File: src/rtl/abfp_pkg.sv
package abfp_pkg;

  // ----------------------------------------------------------------
  // sizes and timing
  // ----------------------------------------------------------------
  localparam int unsigned DATA_W      = 8;
  localparam int unsigned FIFO_DEPTH  = 16;
  localparam int unsigned SYNC_STAGES = 3;

  // ----------------------------------------------------------------
  // reset values
  // ----------------------------------------------------------------
  localparam logic        FLAG_IDLE   = 1'h1;
  localparam logic [7:0]  DATA_RESET  = 8'h00;

  // ----------------------------------------------------------------
  // carriers
  // ----------------------------------------------------------------
  typedef struct packed {
    logic [7:0] data;
    logic       valid;
  } abfp_byte_t;

  // pin group seen from the external controller
  typedef struct packed {
    logic       rd_n;
    logic       wr_n;
    logic       send_now_wake_n;
    logic [7:0] data;
  } abfp_pins_in_t;

  typedef struct packed {
    logic       rx_avail_n;
    logic       rx_avail_oe;
    logic       tx_space_n;
    logic       tx_space_oe;
    logic [7:0] data;
    logic       data_oe;
  } abfp_pins_out_t;

  typedef enum logic [1:0] {
    ABFP_RD_IDLE  = 2'b00,
    ABFP_RD_LOW   = 2'b01,
    ABFP_RD_GAP   = 2'b10
  } abfp_rd_state_t;

endpackage : abfp_pkg

File: src/rtl/abfp_port.sv
// Overview of operation
// (RULE1) channel active only when configuration selects mode
// (RULE2) transfers timed by strobe falling edges
// (RULE3) data lines driven only while read low
// (RULE4) receive flag low when byte waiting
// (RULE5) receive flag high after each read
// (RULE6) both flags undriven during reset
// (RULE7) transmit flag low while space exists
// (RULE8) falling read presents head byte
// (RULE9) rising read advances receive buffer
// (RULE10) falling write captures data byte
// (RULE11) wake pulse in suspend requests resume
// (RULE12) wake pulse in normal flushes transmit
// (RULE13) controller holds wake high before pulsing
// (RULE14) controller keeps write data stable
`timescale 1ns/1ps
`default_nettype none
module abfp_port #(
  parameter int unsigned DEPTH = abfp_pkg::FIFO_DEPTH
) (
  input  wire logic                  REF_CLK_I,
  input  wire logic                  RESET_I,
  input  wire logic                  MODE_EN_I,
  input  wire logic                  REMOTE_WAKE_EN_I,
  input  wire logic                  SUSPENDED_I,
  input  wire abfp_pkg::abfp_pins_in_t PINS_I,
  output var  abfp_pkg::abfp_pins_out_t PINS_O,
  output var  logic                  POWER_ENABLE_N_O,
  input  wire abfp_pkg::abfp_byte_t  RX_IN_I,
  output var  logic                  RX_READY_O,
  output var  abfp_pkg::abfp_byte_t  TX_OUT_O,
  input  wire logic                  TX_READY_I,
  output var  logic                  RESUME_REQ_O,
  output var  logic                  FLUSH_REQ_O
);
  import abfp_pkg::*;

  localparam int unsigned AW = $clog2(DEPTH);

  // wrap-bit pointers only serve power-of-two depths
  if (DEPTH < 2 || (DEPTH & (DEPTH - 1)) != 0) begin : g_depth_chk
    $error("DEPTH must be a power of two, at least 2");
  end

  function automatic logic [AW:0] inc_ptr(input logic [AW:0] p);
    inc_ptr = p + {{AW{1'b0}}, 1'b1};
  endfunction : inc_ptr

  function automatic logic is_full(input logic [AW:0] wp,
                                   input logic [AW:0] rp);
    is_full = (wp[AW] != rp[AW]) && (wp[AW-1:0] == rp[AW-1:0]);
  endfunction : is_full

  // ----------------------------------------------------------------
  // pin synchronisers
  // ----------------------------------------------------------------
  logic rd_lvl;
  logic rd_fall;
  logic rd_rise;
  logic wr_fall;
  logic wk_fall;

  abfp_sync #(.INIT(1'b1)) u_rd (
    .REF_CLK_I (REF_CLK_I),
    .RESET_I   (RESET_I),
    .async_i   (PINS_I.rd_n),
    .level_o   (rd_lvl),
    .fall_o    (rd_fall),
    .rise_o    (rd_rise)
  );

  abfp_sync #(.INIT(1'b1)) u_wr (
    .REF_CLK_I (REF_CLK_I),
    .RESET_I   (RESET_I),
    .async_i   (PINS_I.wr_n),
    .level_o   (),
    .fall_o    (wr_fall),
    .rise_o    ()
  );

  abfp_sync #(.INIT(1'b1)) u_wk (
    .REF_CLK_I (REF_CLK_I),
    .RESET_I   (RESET_I),
    .async_i   (PINS_I.send_now_wake_n),
    .level_o   (),
    .fall_o    (wk_fall),
    .rise_o    ()
  );

  // write data sampled through the same three-stage delay as strobe
  logic [7:0] wd_s1_reg;
  logic [7:0] wd_s2_reg;
  logic [7:0] wd_s3_reg;

  always_ff @(posedge REF_CLK_I) begin
    if (RESET_I) begin
      wd_s1_reg <= DATA_RESET;
      wd_s2_reg <= DATA_RESET;
      wd_s3_reg <= DATA_RESET;
    end else begin
      wd_s1_reg <= PINS_I.data;
      wd_s2_reg <= wd_s1_reg;
      wd_s3_reg <= wd_s2_reg;
    end
  end

  // ----------------------------------------------------------------
  // receive buffer and read sequence
  // ----------------------------------------------------------------
  logic [7:0]     rx_mem_reg  [DEPTH];
  logic [AW:0]    rx_wp_reg;
  logic [AW:0]    rx_wp_next;
  logic [AW:0]    rx_rp_reg;
  logic [AW:0]    rx_rp_next;
  abfp_rd_state_t rd_st_reg;
  abfp_rd_state_t rd_st_next;
  logic           rx_push;
  logic           rx_empty;
  logic           rx_full;
  logic           rx_rdy_reg;
  logic           rx_rdy_next;

  assign rx_empty = (rx_wp_reg == rx_rp_reg);
  assign rx_full  = is_full(rx_wp_reg, rx_rp_reg);
  // ready is registered: a push follows exactly what the source saw
  assign rx_push  = RX_IN_I.valid && rx_rdy_reg && !rx_full;

  always_comb begin
    rx_wp_next = rx_wp_reg;
    rx_rp_next = rx_rp_reg;
    rd_st_next = rd_st_reg;
    if (rx_push) begin
      rx_wp_next = inc_ptr(rx_wp_reg);
    end
    case (rd_st_reg)
      ABFP_RD_IDLE: begin
        if (rd_fall && MODE_EN_I) begin // (RULE2)
          rd_st_next = ABFP_RD_LOW;
        end
      end
      ABFP_RD_LOW: begin
        if (rd_rise) begin
          if (!rx_empty) begin
            rx_rp_next = inc_ptr(rx_rp_reg); // (RULE9)
          end
          rd_st_next = ABFP_RD_GAP;
        end
      end
      ABFP_RD_GAP: begin
        rd_st_next = ABFP_RD_IDLE; // (RULE5)
      end
      default: begin
        rd_st_next = ABFP_RD_IDLE;
      end
    endcase
    rx_rdy_next = MODE_EN_I && !is_full(rx_wp_next, rx_rp_next);
  end

  always_ff @(posedge REF_CLK_I) begin
    if (RESET_I) begin
      rx_wp_reg  <= '0;
      rx_rp_reg  <= '0;
      rd_st_reg  <= ABFP_RD_IDLE;
      rx_rdy_reg <= 1'b0;
    end else begin
      rx_wp_reg  <= rx_wp_next;
      rx_rp_reg  <= rx_rp_next;
      rd_st_reg  <= rd_st_next;
      rx_rdy_reg <= rx_rdy_next;
    end
  end

  always_ff @(posedge REF_CLK_I) begin
    if (rx_push) begin
      rx_mem_reg[rx_wp_reg[AW-1:0]] <= RX_IN_I.data;
    end
  end

  // ----------------------------------------------------------------
  // transmit capture and flush/resume
  // ----------------------------------------------------------------
  abfp_byte_t tx_reg;
  abfp_byte_t tx_next;
  logic       flush_reg;
  logic       flush_next;
  logic       resume_reg;
  logic       resume_next;

  always_comb begin
    tx_next     = tx_reg;
    flush_next  = 1'b0;
    resume_next = 1'b0;
    if (tx_reg.valid && TX_READY_I) begin
      tx_next.valid = 1'b0;
    end
    if (wr_fall && MODE_EN_I && !tx_reg.valid) begin
      tx_next.data  = wd_s3_reg; // (RULE10)
      tx_next.valid = 1'b1;
    end
    if (wk_fall && MODE_EN_I) begin
      if (SUSPENDED_I) begin
        resume_next = REMOTE_WAKE_EN_I; // (RULE11)
      end else begin
        flush_next = 1'b1; // (RULE12)
      end
    end
  end

  always_ff @(posedge REF_CLK_I) begin
    if (RESET_I) begin
      tx_reg     <= '{data: DATA_RESET, valid: 1'b0};
      flush_reg  <= 1'b0;
      resume_reg <= 1'b0;
    end else begin
      tx_reg     <= tx_next;
      flush_reg  <= flush_next;
      resume_reg <= resume_next;
    end
  end

  // ----------------------------------------------------------------
  // pin drivers, all registered
  // ----------------------------------------------------------------
  abfp_pins_out_t po_reg;
  abfp_pins_out_t po_next;
  logic           pwr_reg;

  always_comb begin
    po_next             = po_reg;
    po_next.rx_avail_oe = MODE_EN_I; // (RULE1)
    po_next.tx_space_oe = MODE_EN_I;
    // flag high after read until next idle check
    po_next.rx_avail_n  = (rd_st_next == ABFP_RD_IDLE) ?
                          rx_empty : po_reg.rx_avail_n; // (RULE4)
    if (rd_st_reg == ABFP_RD_LOW && rd_rise) begin
      po_next.rx_avail_n = FLAG_IDLE; // (RULE5)
    end
    po_next.tx_space_n  = tx_next.valid; // (RULE7)
    po_next.data_oe     = MODE_EN_I && !rd_lvl; // (RULE3)
    if (rd_fall) begin
      po_next.data = rx_mem_reg[rx_rp_reg[AW-1:0]]; // (RULE8)
    end
  end

  always_ff @(posedge REF_CLK_I) begin
    if (RESET_I) begin
      // flags released; pull-up shows them high (RULE6)
      po_reg  <= '{rx_avail_n: FLAG_IDLE, rx_avail_oe: 1'b0,
                   tx_space_n: FLAG_IDLE, tx_space_oe: 1'b0,
                   data: DATA_RESET, data_oe: 1'b0};
      pwr_reg <= FLAG_IDLE;
    end else begin
      po_reg  <= po_next;
      pwr_reg <= SUSPENDED_I;
    end
  end

  assign PINS_O           = po_reg;
  assign POWER_ENABLE_N_O = pwr_reg;
  assign RX_READY_O       = rx_rdy_reg;
  assign TX_OUT_O         = tx_reg;
  assign RESUME_REQ_O     = resume_reg;
  assign FLUSH_REQ_O      = flush_reg;

endmodule : abfp_port
`default_nettype wire

File: src/rtl/abfp_sync.sv
`timescale 1ns/1ps
`default_nettype none
module abfp_sync #(
  parameter logic INIT = 1'b1
) (
  input  wire logic REF_CLK_I,
  input  wire logic RESET_I,
  input  wire logic async_i,
  output var  logic level_o,
  output var  logic fall_o,
  output var  logic rise_o
);
  import abfp_pkg::*;

  // ----------------------------------------------------------------
  // three stages, change accepted when stages two and three agree
  // ----------------------------------------------------------------
  logic [2:0] sh_reg;
  logic [2:0] sh_next;
  logic       lvl_reg;
  logic       lvl_next;

  always_comb begin
    sh_next  = {sh_reg[1:0], async_i};
    lvl_next = lvl_reg;
    if (sh_reg[2] == sh_reg[1]) begin
      lvl_next = sh_reg[2];
    end
  end

  always_ff @(posedge REF_CLK_I) begin
    if (RESET_I) begin
      sh_reg  <= {3{INIT}};
      lvl_reg <= INIT;
    end else begin
      sh_reg  <= sh_next;
      lvl_reg <= lvl_next;
    end
  end

  assign level_o = lvl_reg;
  assign fall_o  = lvl_reg & ~lvl_next;
  assign rise_o  = ~lvl_reg & lvl_next;

endmodule : abfp_sync
`default_nettype wire

File: config.mk
export PLATFORM = sky130hd
export DESIGN_NAME = abfp_port
export DESIGN_NICKNAME = d
export VERILOG_FILES = /design/src/rtl/abfp_pkg.sv /design/src/rtl/abfp_port.sv /design/src/rtl/abfp_sync.sv
export SDC_FILE = /design/constraint.sdc
export NUM_CORES = 1
export LEC_CHECK = 0
export BUFFER_PORTS_ARGS = -buffer_cell sky130_fd_sc_hd__buf_4
export CAP_MARGIN = 40
export CORE_ASPECT_RATIO = 0.8
export CORE_UTILIZATION = 60
export DETAILED_ROUTE_END_ITERATION = 7
export GPL_TIMING_DRIVEN = 1
export PLACE_DENSITY = 0.79
export RECOVER_POWER = 50
export SYNTH_ARGS = -nofsm -noshare
export SYNTH_HDL_FRONTEND = slang
export SYNTH_HIERARCHICAL = 1
export SYNTH_SLANG_ARGS = --single-unit
File: constraint.sdc
create_clock -name REF_CLK_I -period 3.3 [get_ports REF_CLK_I]
set_input_delay 0.33 -clock REF_CLK_I [delete_from_list [all_inputs] [get_ports REF_CLK_I]]
set_output_delay 0.33 -clock REF_CLK_I [all_outputs]
set_load 0.03 [all_outputs]
==> qor.yml <==
power:
  peakVddDrop_mv: 0.469
  leakagePower_nw: 3.03
  power.share.switching_pct: 19.0
  p_clk_share_pct: 44.3
  p_total_mw: 5.07
  intPower_mw: 4.10
  p_per_area_nw_per_um2: 570
  p_seq_share_pct: 53.4
  power_switching_mw: 0.964
  pwr-share-comb_pct: 2.3
placement:
  gp_congestion: 0.819
  dp_slack_ns: 0.961
  numPortBuffers: 51
  dp_hpwl_um: 9560
setup_path:
  slowest_delay_ns: 0.57
  path_cells: "xor2_2 > nor4_4 > a21oi_1 > nand2_1 > nor3_1 > buf_4"
  arrival_ns: 2.56
  path_delay_family: "simple AND/OR/NAND/NOR gates"
  reg2reg_depth: 6
  cp-end-kind: "register"
  cp-start-kind: "register"
  required_ns: 3.48
  critPathBufInv: 1
  path_class: "reg2reg"
  worst-path-stages: 6
  crit_fanout: 10
  slowest_stage: "dfxtp_1"
layout:
  nFillCells: 772
  regArea_um2: 5310
  area_delta_synth_final_pct: 16.0
  drive_above_1_share_pct: 26.1
  largest_reg_flops: 128
  multiInputGateArea_um2: 2190
  n_antenna_cell: 0
  fin_nets: 557
sta:
  drv_slew: 0
  tightest_slew_ns: 0.715
  fin_tns_setup_ns: 0
  setup_viol: 0
  skew_ns: 0.00803
  fin_hold_ws_ns: 0.0248
  fmax_mhz: 421
  postLayoutSetupSlackWorst_ns: 0.922
  hold_violations: 0
  grt_setup_unrepaired: "no"
  fin_crit_sh_pct: 72.1
  maxSlewHeadroom_pct: 52.3
  min_period_ns: 2.38
detailed_routing:
  drt_pass1_iterations: 4
  topRoutingLayerUsed: "met4"
  num_vias: 4092
  wire_per_inst_um: 21.5
  drc: 0
  routedLengthMet1_um: 6270
  drtIter0Drc: 492
  met2WireLength_um: 7480
  via_per_inst: 5.76
  final_antenna_net_count: 0
  wl_met3_um: 1250
  wl_um: 15300
cts:
  clk_pin_slew_ns: 0.06
  cts_resized: 0
  cts_hold_buf: 1
  clk_latency_ns: 0.49
  clk_path_buf_depth: 3
  cts.sinks: 201
  cts_root_buffer: "clkbuf_16"
  postCtsSetupBuffers: 0
  h-tree-depth: 1
  cts_tree: "done"
  numCtsBuffers: 20
global_route:
  grt_pass1_wl_um: 23300
  grt_overflow: 0
  grt_max_degree: 73
  antenna_found_initial: 0
  first_global_vias: 4140
  track_usage_pct: 24.3
run_status:
  status: "complete, no violations"
die:
  die_y_um: 103
  die_area_um2: 13200
  core_area_um2: 12300
  rows: 36
  io_pins: 52
  initial_core_util_pct: 62.4
  die_x_um: 128
synthesis:
  syn-cell-area_um2: 7670
  syn_inst: 452
  syn_nets: 483
  yosys_warnings: 6
  synth_area_per_cell_um2: 17.0
worst_hold_path:
  holdPathStages: 2
  min_path_type: "in2reg"
run:
  maxCapViolCount: 0
area by class of cell:
type	instances	area share [%]
tap	171	2.40
multi-input combinational	224	24.7
timing repair buffer	75	5.75
sequential	201	59.6
inverter	4	0.169
clock buffer	29	6.47
clock inverter	7	0.914
power by group through the flow:
stage / clock network, mW / logic (mW) / registers [mW]
floorplan: 0 / 0.0502 / 2.77
global placement: 0 / 0.116 / 2.76
detailed placement: 0 / 0.122 / 2.76
CTS: 2.29 / 0.125 / 2.71
global route: 2.38 / 0.128 / 2.71
finish: 2.24 / 0.117 / 2.71
cells in the final DEF (no fill, tap or decap), drive strengths merged, types with 3 or more instances in the layout:
cell type  count
nand2b         3
nor3           7
buf           57
nand2         12
dfxtp         73
mux4          40
ha             5
xor2           6
nor2          47
or2           10
nor2b         26
edfxtp       128
xnor2         12
a211oi         6
nand3          6
nor3b          3
inv            4
clkinv         5
a21oi          5
clkbuf        46
nand3b         3
mux2i         18
worst paths after layout:
check	startpoint	slack (ns)	end
setup reg to reg	rx_wp_reg[2]	0.92	rx_mem_reg[1][6]
hold reg to reg	u_wk/sh_reg[0]	0.41	u_wk/sh_reg[1]
setup / recovery	rx_wp_reg[2]	0.92	rx_mem_reg[1][6]
hold / removal	PINS_I[10]	0.02	u_rd/sh_reg[0]
stage by stage:
step	util, %	cell area, µm²	std cells
floorplan	-	7670	452
global placement	67.4	8280	671
detailed placement	67.5	8300	674
CTS	73.0	8970	711
global route	72.4	8900	711
finish	72.4	8900	711
layer usage:
layer  global-route usage, %  up-vias
met5                       0        -
met3                    4.46       28
met4                    6.61        0
met2                    40.5      158
met1                    33.3     2072
li1                        -     1834
Note: power is estimated with default switching activity, not from simulation.
